File: config.mk
export PLATFORM = sky130hd
export DESIGN_NAME = port_power_oc_pins
export DESIGN_NICKNAME = d
export VERILOG_FILES = /design/src/logic/port_power_oc_pins.v
export VERILOG_INCLUDE_DIRS = /design/src /design/src/common
export SDC_FILE = /design/constraint.sdc
export NUM_CORES = 1
export LEC_CHECK = 0
export ABC_AREA = 1
export BUFFER_PORTS_ARGS = -buffer_cell sky130_fd_sc_hd__buf_2
export CAP_MARGIN = 5
export CORE_AREA = 8 8 57 106
export CTS_BUF_LIST = sky130_fd_sc_hd__clkbuf_2
export CTS_CLUSTER_DIAMETER = 40
export DETAILED_ROUTE_END_ITERATION = 16
export DIE_AREA = 0 0 65 114
export PLACE_DENSITY = 0.8
export SLEW_MARGIN = 30
export SYNTH_ARGS = -nofsm -noshare
export SYNTH_HDL_FRONTEND = slang
export SYNTH_SLANG_ARGS = --single-unit
export TNS_END_PERCENT = 50
File: constraint.sdc
create_clock -name i_clock -period 1.1 [get_ports i_clock]
set_input_delay 0.33 -clock i_clock [delete_from_list [all_inputs] [get_ports i_clock]]
set_output_delay 0.33 -clock i_clock [all_outputs]
set_load 0.03 [all_outputs]
File: src/common/port_power_regs.vh
// Constants for the downstream port power and overcurrent pin block
`ifndef PORT_POWER_REGS_VH
`define PORT_POWER_REGS_VH
`define PORT_COUNT        6
`define SPLIT_PORT_COUNT  3
`define GPIO_COUNT        4
`define GPIO_FIRST_NUMBER 70
`define OC_EVENT_RESET    6'h00
`define PORT_EN_RESET     6'h00
`define GPIO_OUT_RESET    4'h0
`define GPIO_OE_RESET     4'h0
`define SS_EN_RESET       3'h0
`define PIN_OUT_RESET     6'h00
`define PIN_OE_RESET      6'h3F
`define PIN_PULLUP_RESET  6'h00
`define OC_ACTIVE_RESET   6'h00
`define POWERED_RESET     6'h00
`endif

File: src/logic/port_power_oc_pins.v
// Downstream port power enable, overcurrent sense, split enables and spare I/O
//
// Summary of operation
// - Enabled port: shared pin is an input with pull-up switched on.
// - The pull-up level itself requests power from the external switch.
// - Enabled port senses its shared pin low as overcurrent.
// - Disabled port: pin becomes an output driven low, removing power.
// - Ports 1, 5, 6: one pin powers both USB 2.0 and 3.2 halves.
// - Ports 2-4 unsplit: shared pin powers both halves.
// - Ports 2-4 split: shared pin powers only the USB 2.0 half.
// - Split on: separate active-high enable powers the USB 3.2 half.
// - Split off: the separate enables carry no function, held low.
// - Four general I/O functions 70-73, each software input or output.
`include "port_power_regs.vh"

module port_power_oc_pins
(
  input  wire       i_clock,
  input  wire       i_rst_n,
  input  wire [5:0] i_port_enable,
  input  wire [2:0] i_split_port_mode,
  input  wire [2:0] i_ss_power_request,
  input  wire [5:0] i_oc_event_clear,
  input  wire [5:0] i_power_oc_pin_in,
  input  wire [3:0] i_gpio_out,
  input  wire [3:0] i_gpio_oe,
  input  wire [3:0] i_general_io_pin_in,
  output reg  [5:0] o_power_oc_pin_out,
  output reg  [5:0] o_power_oc_pin_oe,
  output reg  [5:0] o_power_oc_pin_pullup,
  output reg  [2:0] o_superspeed_power_en,
  output reg  [5:0] o_oc_active,
  output reg  [5:0] o_oc_event,
  output reg  [5:0] o_port_powered_hs,
  output reg  [5:0] o_port_powered_ss,
  output reg  [3:0] o_general_io_pin_out,
  output reg  [3:0] o_general_io_pin_oe,
  output reg  [3:0] o_general_io_pin_read
);

  // Bit n of each 6-bit group is port n+1; split bits 0..2 are ports 2..4
  // Next value of each per-port register but the pin output level, worked out by one slice per port
  wire [5:0] pin_oe_nxt;
  wire [5:0] pin_pullup_nxt;
  wire [5:0] oc_active_nxt;
  wire [5:0] oc_event_nxt;
  wire [5:0] powered_hs_nxt;
  wire [5:0] powered_ss_nxt;
  wire [2:0] ss_power_en_nxt;

  // Only ports 2 to 4 may split; the other slices tie their split inputs off

  // Port 1: one pin governs both halves, no split option
  port_pin_slice #(.HAS_SPLIT(0)) port1_slice
  (
    .i_enable      (i_port_enable[0]),
    .i_split       (1'b0),
    .i_ss_request  (1'b0),
    .i_event_clear (i_oc_event_clear[0]),
    .i_pin_in      (i_power_oc_pin_in[0]),
    .i_pin_oe_now  (o_power_oc_pin_oe[0]),
    .i_pullup_now  (o_power_oc_pin_pullup[0]),
    .i_event_now   (o_oc_event[0]),
    .o_pin_oe_nxt  (pin_oe_nxt[0]),
    .o_pullup_nxt  (pin_pullup_nxt[0]),
    .o_active_nxt  (oc_active_nxt[0]),
    .o_event_nxt   (oc_event_nxt[0]),
    .o_hs_nxt      (powered_hs_nxt[0]),
    .o_ss_nxt      (powered_ss_nxt[0]),
    .o_ss_en_nxt   ()
  );

  // Port 2: may split, its USB 3.2 enable is split bit 0
  port_pin_slice #(.HAS_SPLIT(1)) port2_slice
  (
    .i_enable      (i_port_enable[1]),
    .i_split       (i_split_port_mode[0]),
    .i_ss_request  (i_ss_power_request[0]),
    .i_event_clear (i_oc_event_clear[1]),
    .i_pin_in      (i_power_oc_pin_in[1]),
    .i_pin_oe_now  (o_power_oc_pin_oe[1]),
    .i_pullup_now  (o_power_oc_pin_pullup[1]),
    .i_event_now   (o_oc_event[1]),
    .o_pin_oe_nxt  (pin_oe_nxt[1]),
    .o_pullup_nxt  (pin_pullup_nxt[1]),
    .o_active_nxt  (oc_active_nxt[1]),
    .o_event_nxt   (oc_event_nxt[1]),
    .o_hs_nxt      (powered_hs_nxt[1]),
    .o_ss_nxt      (powered_ss_nxt[1]),
    .o_ss_en_nxt   (ss_power_en_nxt[0])
  );

  // Port 3: may split, its USB 3.2 enable is split bit 1
  port_pin_slice #(.HAS_SPLIT(1)) port3_slice
  (
    .i_enable      (i_port_enable[2]),
    .i_split       (i_split_port_mode[1]),
    .i_ss_request  (i_ss_power_request[1]),
    .i_event_clear (i_oc_event_clear[2]),
    .i_pin_in      (i_power_oc_pin_in[2]),
    .i_pin_oe_now  (o_power_oc_pin_oe[2]),
    .i_pullup_now  (o_power_oc_pin_pullup[2]),
    .i_event_now   (o_oc_event[2]),
    .o_pin_oe_nxt  (pin_oe_nxt[2]),
    .o_pullup_nxt  (pin_pullup_nxt[2]),
    .o_active_nxt  (oc_active_nxt[2]),
    .o_event_nxt   (oc_event_nxt[2]),
    .o_hs_nxt      (powered_hs_nxt[2]),
    .o_ss_nxt      (powered_ss_nxt[2]),
    .o_ss_en_nxt   (ss_power_en_nxt[1])
  );

  // Port 4: may split, its USB 3.2 enable is split bit 2
  port_pin_slice #(.HAS_SPLIT(1)) port4_slice
  (
    .i_enable      (i_port_enable[3]),
    .i_split       (i_split_port_mode[2]),
    .i_ss_request  (i_ss_power_request[2]),
    .i_event_clear (i_oc_event_clear[3]),
    .i_pin_in      (i_power_oc_pin_in[3]),
    .i_pin_oe_now  (o_power_oc_pin_oe[3]),
    .i_pullup_now  (o_power_oc_pin_pullup[3]),
    .i_event_now   (o_oc_event[3]),
    .o_pin_oe_nxt  (pin_oe_nxt[3]),
    .o_pullup_nxt  (pin_pullup_nxt[3]),
    .o_active_nxt  (oc_active_nxt[3]),
    .o_event_nxt   (oc_event_nxt[3]),
    .o_hs_nxt      (powered_hs_nxt[3]),
    .o_ss_nxt      (powered_ss_nxt[3]),
    .o_ss_en_nxt   (ss_power_en_nxt[2])
  );

  // Port 5: one pin governs both halves, no split option
  port_pin_slice #(.HAS_SPLIT(0)) port5_slice
  (
    .i_enable      (i_port_enable[4]),
    .i_split       (1'b0),
    .i_ss_request  (1'b0),
    .i_event_clear (i_oc_event_clear[4]),
    .i_pin_in      (i_power_oc_pin_in[4]),
    .i_pin_oe_now  (o_power_oc_pin_oe[4]),
    .i_pullup_now  (o_power_oc_pin_pullup[4]),
    .i_event_now   (o_oc_event[4]),
    .o_pin_oe_nxt  (pin_oe_nxt[4]),
    .o_pullup_nxt  (pin_pullup_nxt[4]),
    .o_active_nxt  (oc_active_nxt[4]),
    .o_event_nxt   (oc_event_nxt[4]),
    .o_hs_nxt      (powered_hs_nxt[4]),
    .o_ss_nxt      (powered_ss_nxt[4]),
    .o_ss_en_nxt   ()
  );

  // Port 6: one pin governs both halves, no split option
  port_pin_slice #(.HAS_SPLIT(0)) port6_slice
  (
    .i_enable      (i_port_enable[5]),
    .i_split       (1'b0),
    .i_ss_request  (1'b0),
    .i_event_clear (i_oc_event_clear[5]),
    .i_pin_in      (i_power_oc_pin_in[5]),
    .i_pin_oe_now  (o_power_oc_pin_oe[5]),
    .i_pullup_now  (o_power_oc_pin_pullup[5]),
    .i_event_now   (o_oc_event[5]),
    .o_pin_oe_nxt  (pin_oe_nxt[5]),
    .o_pullup_nxt  (pin_pullup_nxt[5]),
    .o_active_nxt  (oc_active_nxt[5]),
    .o_event_nxt   (oc_event_nxt[5]),
    .o_hs_nxt      (powered_hs_nxt[5]),
    .o_ss_nxt      (powered_ss_nxt[5]),
    .o_ss_en_nxt   ()
  );

  // Shared pin direction; reset keeps every port unpowered until enabled
  always @(posedge i_clock or negedge i_rst_n)
  begin
    if (!i_rst_n)
    begin
      o_power_oc_pin_out    <= `PIN_OUT_RESET;
      o_power_oc_pin_oe     <= `PIN_OE_RESET;
      o_power_oc_pin_pullup <= `PIN_PULLUP_RESET;
    end
    else
    begin
      o_power_oc_pin_out    <= 6'h00;
      o_power_oc_pin_oe     <= pin_oe_nxt;
      o_power_oc_pin_pullup <= pin_pullup_nxt;
    end
  end

  // Power state per half, as reported by the slices
  always @(posedge i_clock or negedge i_rst_n)
  begin
    if (!i_rst_n)
    begin
      o_port_powered_hs <= `POWERED_RESET;
      o_port_powered_ss <= `POWERED_RESET;
    end
    else
    begin
      o_port_powered_hs <= powered_hs_nxt;
      o_port_powered_ss <= powered_ss_nxt;
    end
  end

  // Split enables stay low when split is off, so nothing rides on them
  always @(posedge i_clock or negedge i_rst_n)
  begin
    if (!i_rst_n)
      o_superspeed_power_en <= `SS_EN_RESET;
    else
      o_superspeed_power_en <= ss_power_en_nxt;
  end

  // Sticky overcurrent events; a new event beats a clear in the same cycle
  always @(posedge i_clock or negedge i_rst_n)
  begin
    if (!i_rst_n)
    begin
      o_oc_event  <= `OC_EVENT_RESET;
      o_oc_active <= `OC_ACTIVE_RESET;
    end
    else
    begin
      o_oc_event  <= oc_event_nxt;
      o_oc_active <= oc_active_nxt;
    end
  end

  // General I/O: software picks direction per pin, input always readable
  always @(posedge i_clock or negedge i_rst_n)
  begin
    if (!i_rst_n)
    begin
      o_general_io_pin_out  <= `GPIO_OUT_RESET;
      o_general_io_pin_oe   <= `GPIO_OE_RESET;
      o_general_io_pin_read <= 4'h0;
    end
    else
    begin
      o_general_io_pin_out  <= i_gpio_out;
      o_general_io_pin_oe   <= i_gpio_oe;
      o_general_io_pin_read <= i_general_io_pin_in;
    end
  end

endmodule // port_power_oc_pins

// Next-value logic for one shared power / overcurrent pin and its port.
// HAS_SPLIT marks the ports whose USB 3.2 half may take its own enable.
// The slice holds no state: the top keeps every register so outputs stay flops.
module port_pin_slice
#(
  parameter HAS_SPLIT = 0
)
(
  input  wire i_enable,
  input  wire i_split,
  input  wire i_ss_request,
  input  wire i_event_clear,
  input  wire i_pin_in,
  input  wire i_pin_oe_now,
  input  wire i_pullup_now,
  input  wire i_event_now,
  output wire o_pin_oe_nxt,
  output wire o_pullup_nxt,
  output wire o_active_nxt,
  output wire o_event_nxt,
  output wire o_hs_nxt,
  output wire o_ss_nxt,
  output wire o_ss_en_nxt
);

  wire split_on;
  wire released;
  wire oc_seen;
  wire power_granted;

  // Split is forced off on ports that have no separate USB 3.2 enable
  assign split_on = (HAS_SPLIT != 0) & i_split;

  // Enabled ports release the pin onto the pull-up; disabled ports pull it low
  assign o_pin_oe_nxt = ~i_enable;
  assign o_pullup_nxt = i_enable;

  // Only a released, pulled-up pin is sensed, so our own low drive never
  // reads back as overcurrent; using the registered direction costs one
  // cycle of latency but keeps the sense from racing the direction change
  assign released = i_pullup_now & ~i_pin_oe_now;
  assign oc_seen  = released & ~i_pin_in & i_enable;

  // A high pin while released means the external switch holds power on
  assign power_granted = released & i_pin_in & i_enable;

  // Current overcurrent level and the sticky event; set beats clear
  assign o_active_nxt = oc_seen;
  assign o_event_nxt  = (i_event_now & ~i_event_clear) | oc_seen;

  // The USB 2.0 half always follows the shared pin
  assign o_hs_nxt = power_granted;

  // The USB 3.2 half follows the pin unless split, then its own request
  assign o_ss_nxt = split_on ? (i_ss_request & i_enable) : power_granted;

  // The separate enable is low whenever split is off, so it carries nothing
  assign o_ss_en_nxt = split_on & i_ss_request & i_enable;

endmodule // port_pin_slice

* Word-level counts from Yosys, hierarchy flattened
Index checks and enable logic that the tools add are counted.
Word-level totals: register bits 51, input port bits 38, output and inout bits 57, word-level logic and storage cells 88
Operators by class: muxes and demuxes 3, bitwise logic cells 75
Operator list (number):
- $and A1 B1 Y1 | 45
- $not A1 Y1 | 24
- $or A1 B1 Y1 | 6
- $mux W1 | 3

* Depth between registers and ports, before layout
Gate-level depths: netlist of run 1.
depth after elaboration 5, gate-level depth with buffers 4, gate-level depth less buffers 4

* Cells and area by module
Synthesis of run 1 repeated with hierarchy kept, for this count alone.
Unflattened totals: cells, all modules 163, area total of the unflattened synthesis 1846.8 sq um
Modules (own cells, without submodules):
- port_power_oc_pins | instances 1, cells an instance 58, area each 1332.5 sq um
- port_pin_slice (port2_slice ...) | instances 3, cells an instance 20, area each 100.1 sq um
- port_pin_slice (port1_slice ...) | instances 3, cells an instance 15, area each 71.3 sq um

* Worst setup path before layout of run 1
OpenSTA, ideal clock, no wires.
kind register to output, start register o_port_powered_ss[0], end output port o_port_powered_ss[0], arrival time 703 ps, path slack 67 ps, cell stages (with the launch flop) 2, path buffers 1, cell sequence dfrtp_1 -> buf_4
RTL lines:
- start, declared | RTL line port_power_oc_pins.v:35 | output reg [5:0] o_port_powered_ss,
- start signal, assigned | RTL line port_power_oc_pins.v:196 | o_port_powered_ss <= `POWERED_RESET;
- start signal, assigned | RTL line port_power_oc_pins.v:201 | o_port_powered_ss <= powered_ss_nxt;
No word-level cell between the ends.

* Worst setup path after layout of run 1
start register o_power_oc_pin_oe[1], end output port o_power_oc_pin_oe[1]
RTL lines:
- start, declared | RTL line port_power_oc_pins.v:29 | output reg [5:0] o_power_oc_pin_oe,
- start signal, assigned | RTL line port_power_oc_pins.v:179 | o_power_oc_pin_oe <= `PIN_OE_RESET;
- start signal, assigned | RTL line port_power_oc_pins.v:185 | o_power_oc_pin_oe <= pin_oe_nxt;
No word-level cell between the ends.

==> flow_summary.json, run 1 <==
{
  "status": "complete, but fails checks",
  "failed_checks": "negative setup slack",
  "layout-drive-gt1-share_pct": 46.4,
  "whs_path_depth": 1,
  "grt_pass1_wl_mm": 6.69,
  "reg2reg_to": "o_oc_event[2]",
  "cts.path.max_buffers": 2,
  "die_area_sq_um": 7410,
  "drv_slew": 0,
  "worstRegToRegCells": 5,
  "n_fill_cell": 358,
  "grt_pass1_vias": 1417,
  "antenna_found_initial": 1,
  "hold_path.class": "primary input to register",
  "combPwrFrac_pct": 19.4,
  "slowest_delay_ps": 600,
  "hold_viol_final": 0,
  "synth_xor_area_share_pct": 0,
  "grt_usage_pct": 11.8,
  "internal_power_uw": 2540,
  "synthCells": 163,
  "viasPerCell": 4.21,
  "worstPathRequired_ps": 770,
  "pwr-share-seq_pct": 54.8,
  "switching_power_uw": 928,
  "final_common_cell": "buf_6",
  "place.gp.congestion": 0.779,
  "cp-end-kind": "primary output",
  "drc": 0,
  "place_inst": 285,
  "clk_pin_slew_ps": 220,
  "die_y_um": 114,
  "ys_seq_area_share_pct": 68.2,
  "crit_chain": "buf_6",
  "swShare_pct": 26.7,
  "yosysUniqueCellTypes": 11,
  "hold_slack_ps": 63.3,
  "cpLargestDelayFamily": "flip-flops",
  "cts.sink_count": 48,
  "rsz0062_at_grt": "yes",
  "synth.mux.area_fraction_pct": 0,
  "cpMaxStageDelayCell": "dfstp_2",
  "rrSetupSlack_ps": 20,
  "pre_cts_ws_ps": 44.0,
  "yosys.area_share.adder_pct": 0,
  "area_growth_pct": 55.4,
  "ant_nets": 0,
  "cts_root_buffer": "clkbuf_2",
  "crit_arrival_ps": 1100,
  "hold_start": "i_gpio_out[2]",
  "drv_cap": 0,
  "power_density_nw_per_um2": 1260,
  "layout_common_cells": "buf_6, dfrtp_1, inv_1",
  "drt_pass1_iterations": 4,
  "r2r_start": "o_power_oc_pin_oe[2]",
  "grt_max_degree": 49,
  "leakagePower_uw": 0.00160,
  "setup_viol": 51,
  "drt_wl_total_mm": 4.81,
  "finalNetCount": 304,
  "min_period_ps": 1430,
  "critPathKind": "register to primary output",
  "overflow": 0,
  "timing.final.ws_setup_ps": -332,
  "clock_latency_ps": 370,
  "cp_num_buf_inv": 1,
  "ys_ff_latch": 48,
  "crit_path_max_fanout": 3,
  "htree_levels": 2,
  "vdd.ir_drop.worst_v": 0.000729,
  "critPathLaunchType": "register",
  "skew_ps": 7.25,
  "synth_compound_area_share_pct": 0.847,
  "dp_hpwl_mm": 3.28,
  "synth_top_family_by_area": "buffers and inverters",
  "cts_tree": "done",
  "stdcell_count": 323,
  "fmax_ghz": 0.698,
  "boundaryPins": 95,
  "die_x_um": 65,
  "cts_made_buffers": 5,
  "syn_area_per_cell_sq_um": 10.9,
  "first_iter_violations": 40,
  "min_to": "o_general_io_pin_out[2]",
  "via_count": 1360,
  "num_rows": 35,
  "start_util_pct": 38.5,
  "finalCritPeriodShare_pct": 130,
  "core-area_sq_um": 4600,
  "wl_per_cell_um": 14.9,
  "clockPowerShare_pct": 25.8,
  "port_buffers": 88,
  "yosys.area_share.simple_pct": 11.0,
  "yosys_warnings": 0,
  "syn_area_sq_um": 1770
}
## power groups by stage
stage / Sequential, uW / Combinational [uW] / Clock [uW]
2_1_floorplan: 2010 / 240 / 0
3_3_place_gp: 1910 / 479 / 0
3_5_place_dp: 1920 / 489 / 0
4_1_cts: 1900 / 619 / 929
5_1_grt: 1910 / 717 / 1000
6_report: 1900 / 672 / 897
## what timing repair did
action / in CTS / in global routing
endpoints found under the hold margin: 42 / 11
setup endpoints to repair: 51 / 51
resized for setup: 100 / 3
hold buffers: 1 / 11
buffers inserted: 10 / 7
## layout make-up
cell class                      count  area, sq um  area share, %
Clock inverter                      2         35.0           1.27
Inverter                           39          146           5.32
Sequential cell                    48         1210           43.9
Timing Repair Buffer              118         1030           37.3
Antenna cell                        1         2.50         0.0909
Clock buffer                        6         30.0           1.09
Multi-Input combinational cell     54          235           8.54
Tap cell                           55         68.8           2.50
## layer usage
layer | routed length [um] | GRT usage (%) | vias to the layer above
met5 | 0 | 0 | -
met2 | 2880 | 23.2 | 47
met4 | 164 | 7.48 | 0
met3 | 237 | 2.16 | 10
met1 | 1530 | 10.2 | 658
li1 | - | - | 645
## cell usage after synthesis
cell / count / area, sq um
nand4_1: 3 / 18.8
o21ai_1: 3 / 15.0
buf_4: 27 / 203
nand2_1: 18 / 67.6
nor2_1: 12 / 45.0
dfstp_2: 6 / 158
dfrtp_1: 42 / 1050
conb_1: 1 / 3.75
nand3_1: 9 / 45.0
inv_1: 39 / 146
nand2_2: 3 / 18.8
## worst max-delay path by stage
stage                            to  slack (ps)                 start  cells after the start
2_1_floorplan  o_port_powered_ss[0]          70  o_port_powered_ss[0]                      1
6_report       o_power_oc_pin_oe[1]        -330  o_power_oc_pin_oe[1]                      1
3_5_place_dp   o_power_oc_pin_oe[3]          40  o_power_oc_pin_oe[3]                      1
3_3_place_gp   o_power_oc_pin_oe[2]          60  o_power_oc_pin_oe[2]                      1
5_1_grt        o_power_oc_pin_oe[3]        -410  o_power_oc_pin_oe[3]                      1
4_1_cts        o_power_oc_pin_oe[1]        -370  o_power_oc_pin_oe[1]                      1
## sequential cells by signal, summed over array words and instances (netlist names)
name / cells
o_superspeed_power_en: 3
o_port_powered_ss: 5
o_oc_event: 6
o_power_oc_pin_pullup: 6
o_power_oc_pin_oe: 6
o_general_io_pin_out: 4
o_port_powered_hs: 4
o_general_io_pin_read: 4
o_oc_active: 6
o_general_io_pin_oe: 4
## logic make-up (layout without fill, tap and decap cells)
logic type / count (synthesis) / in the layout
buf+inv: 66 / 165
flops: 48 / 48
simple gates: 45 / 45
other cells: 1 / 7
compound gates: 3 / 3
## metrics by stage
stage / TNS (ps) / area [sq um] / power (uW) / utilization [%]
2_1_floorplan: 0 / 1790 / 2250 / -
3_3_place_gp: 0 / 2120 / 2390 / 46.0
3_5_place_dp: 0 / 2120 / 2400 / 46.0
4_1_cts: -11610 / 2580 / 3450 / 56.1
5_1_grt: -13820 / 2750 / 3630 / 59.9
6_report: -9700 / 2750 / 3470 / 59.9
Note: power is estimated with default switching activity, not from simulation.
==> run 2: changes to the inputs <==
--- a/config.mk
+++ b/config.mk
@@ -8,15 +8,16 @@
 export LEC_CHECK = 0
 export ABC_AREA = 1
 export BUFFER_PORTS_ARGS = -buffer_cell sky130_fd_sc_hd__buf_2
-export CAP_MARGIN = 5
-export CORE_AREA = 8 8 57 106
+export CAP_MARGIN = 20
+export CORE_AREA = 8 8 58 108
 export CTS_BUF_LIST = sky130_fd_sc_hd__clkbuf_2
 export CTS_CLUSTER_DIAMETER = 40
 export DETAILED_ROUTE_END_ITERATION = 16
-export DIE_AREA = 0 0 65 114
-export PLACE_DENSITY = 0.8
+export DIE_AREA = 0 0 66 116
+export PLACE_DENSITY = 0.79
 export SLEW_MARGIN = 30
 export SYNTH_ARGS = -nofsm -noshare
 export SYNTH_HDL_FRONTEND = slang
+export SYNTH_HIERARCHICAL = 1
 export SYNTH_SLANG_ARGS = --single-unit
 export TNS_END_PERCENT = 50
==> run 2 against run 1 <==
  * The flow still finishes with violations (negative setup slack)
  * Global-route usage fell by 0.21 points
  * Sequential share of layout area up 0.82 points
  * Synthesized cell count is 3.7% lower
  * Combinational power increased by 2%
  * Synthesized area is 2.3% higher
  * Clock-buffer cell count shrank 1
  * Non-clock buffer count is 3 lower
  * Clock power increased by 1%
  * First-iteration DRC count is 15% lower
  * Critical path depth did not move
  * Utilization shrank 0.86 points
  * Cell area is 4.3% higher
  * Critical path type unchanged
  * Highest routed layer unchanged
==> flow_summary.json, run 2 <==
{
  "status": "complete, but fails checks",
  "failed_checks": "negative setup slack",
  "crit_chain": "buf_6",
  "cpMaxStageDelayCell": "dfstp_2",
  "first_iter_violations": 34,
  "place_inst": 296,
  "cp_num_buf_inv": 1,
  "grt_pass1_vias": 1488,
  "cts_made_buffers": 5,
  "core-area_sq_um": 4860,
  "vdd.ir_drop.worst_v": 0.000757,
  "final_common_cell": "buf_6",
  "finalCritPeriodShare_pct": 133,
  "num_rows": 36,
  "yosys_warnings": 6,
  "leakagePower_uw": 0.00161,
  "p_total_uw": 3610,
  "timing.final.ws_setup_ps": -361,
  "antenna_found_initial": 0,
  "min_period_ps": 1460,
  "cts_root_buffer": "clkbuf_2",
  "dpl-instance-area_sq_um": 2270,
  "drv_cap": 0,
  "grt_pass1_wl_mm": 6.80,
  "grt_usage_pct": 11.6,
  "drt_pass1_iterations": 4,
  "cp-end-kind": "primary output",
  "synthCells": 157,
  "htree_levels": 2,
  "place.gp.congestion": 0.755,
  "die_x_um": 66,
  "die_y_um": 116,
  "crit_path_max_fanout": 2,
  "slowest_delay_ps": 600,
  "via_count": 1369,
  "cts.path.max_buffers": 2,
  "power_density_nw_per_um2": 1260,
  "syn_area_per_cell_sq_um": 11.5,
  "critPathLaunchType": "register",
  "layout_common_cells": "buf_6, dfrtp_1, buf_2",
  "dp_hpwl_mm": 3.26,
  "clk_pin_slew_ps": 230,
  "cpLargestDelayFamily": "flip-flops",
  "start_util_pct": 37.3,
  "diodes": 0,
  "critPathKind": "register to primary output",
  "clock_latency_ps": 410,
  "worstPathRequired_ps": 770,
  "area_growth_pct": 58.4,
  "fin_area_sq_um": 2870,
  "crit_arrival_ps": 1130,
  "cts.sink_count": 51,
  "grt_max_degree": 52,
  "skew_ps": 16.6,
  "ant_nets": 0,
  "layout-drive-gt1-share_pct": 50.4,
  "finalNetCount": 307,
  "syn_area_sq_um": 1810,
  "drt_wl_total_mm": 4.42,
  "setup_viol": 51,
  "hold_path.class": "primary input to register",
  "hold_viol_final": 0,
  "wl_per_cell_um": 13.5,
  "die_area_sq_um": 7660,
  "overflow": 0,
  "rsz0062_at_grt": "yes",
  "cts_tree": "done",
  "drc": 0,
  "port_buffers": 88,
  "viasPerCell": 4.19,
  "drv_slew": 0,
  "fmax_ghz": 0.684,
  "stdcell_count": 327,
  "boundaryPins": 95
}
-- run 2: path summary, 6_finish.rpt --
| path | start | to | slack (ps) | cells past startpoint |
|---|---|---|---|---|
| setup / recovery | o_power_oc_pin_oe[2] | o_power_oc_pin_oe[2] | -360 | 1 |
| hold / removal | i_port_enable[4] | o_power_oc_pin_oe[4] | 60 | 2 |
| setup reg to reg | o_power_oc_pin_oe[3] | o_oc_event[3] | 90 | 4 |
| hold reg to reg | o_oc_event[5] | o_oc_event[5] | 540 | 2 |
| max in group asynchronous | i_rst_n | o_power_oc_pin_oe[4] | 410 | 3 |
| min in group asynchronous | i_rst_n | o_general_io_pin_read[0] | 390 | 3 |
-- run 2: repair_timing --
item	4_1_cts	5_1_grt
hold endpoints to repair	54	7
endpoints found under the setup margin	51	53
resized for setup	102	2
hold buffers	10	5
buffers inserted	5	3
-- run 2: where the power goes --
group          switching [uW]  internal (uW)  leakage [uW]
registers                47.7           1970      0.000640
clock network             532            374     0.0000404
logic                     385            301      0.000931
-- run 2: stage by stage --
step	setup WS (ps)	utilization (%)	hold WS, ps	TNS [ps]
6_report	-361	59.0	55.7	-10990
5_1_grt	-442	59.0	3.69	-14980
4_1_cts	-398	57.4	4.54	-12810
3_5_place_dp	46.2	46.7	340	0
3_3_place_gp	62.8	46.7	333	0
2_1_floorplan	127	-	34.4	0
-- run 2: metal layers --
layer | part of all wire [%] | track usage (%)
met4 | 1.2 | 4.73
met5 | 0 | 0
met2 | 58 | 21.8
met3 | 8.1 | 4.36
met1 | 33 | 10.5
-- run 2: area by class of cell --
type,instances,area (sq um)
repair buffers,115,1010
clock inverters,3,38.8
inverters,36,135
multi-input cells,60,305
clock buffers,5,25.0
well taps,57,71.3
flip-flops and latches,51,1280
fillers,396,1990
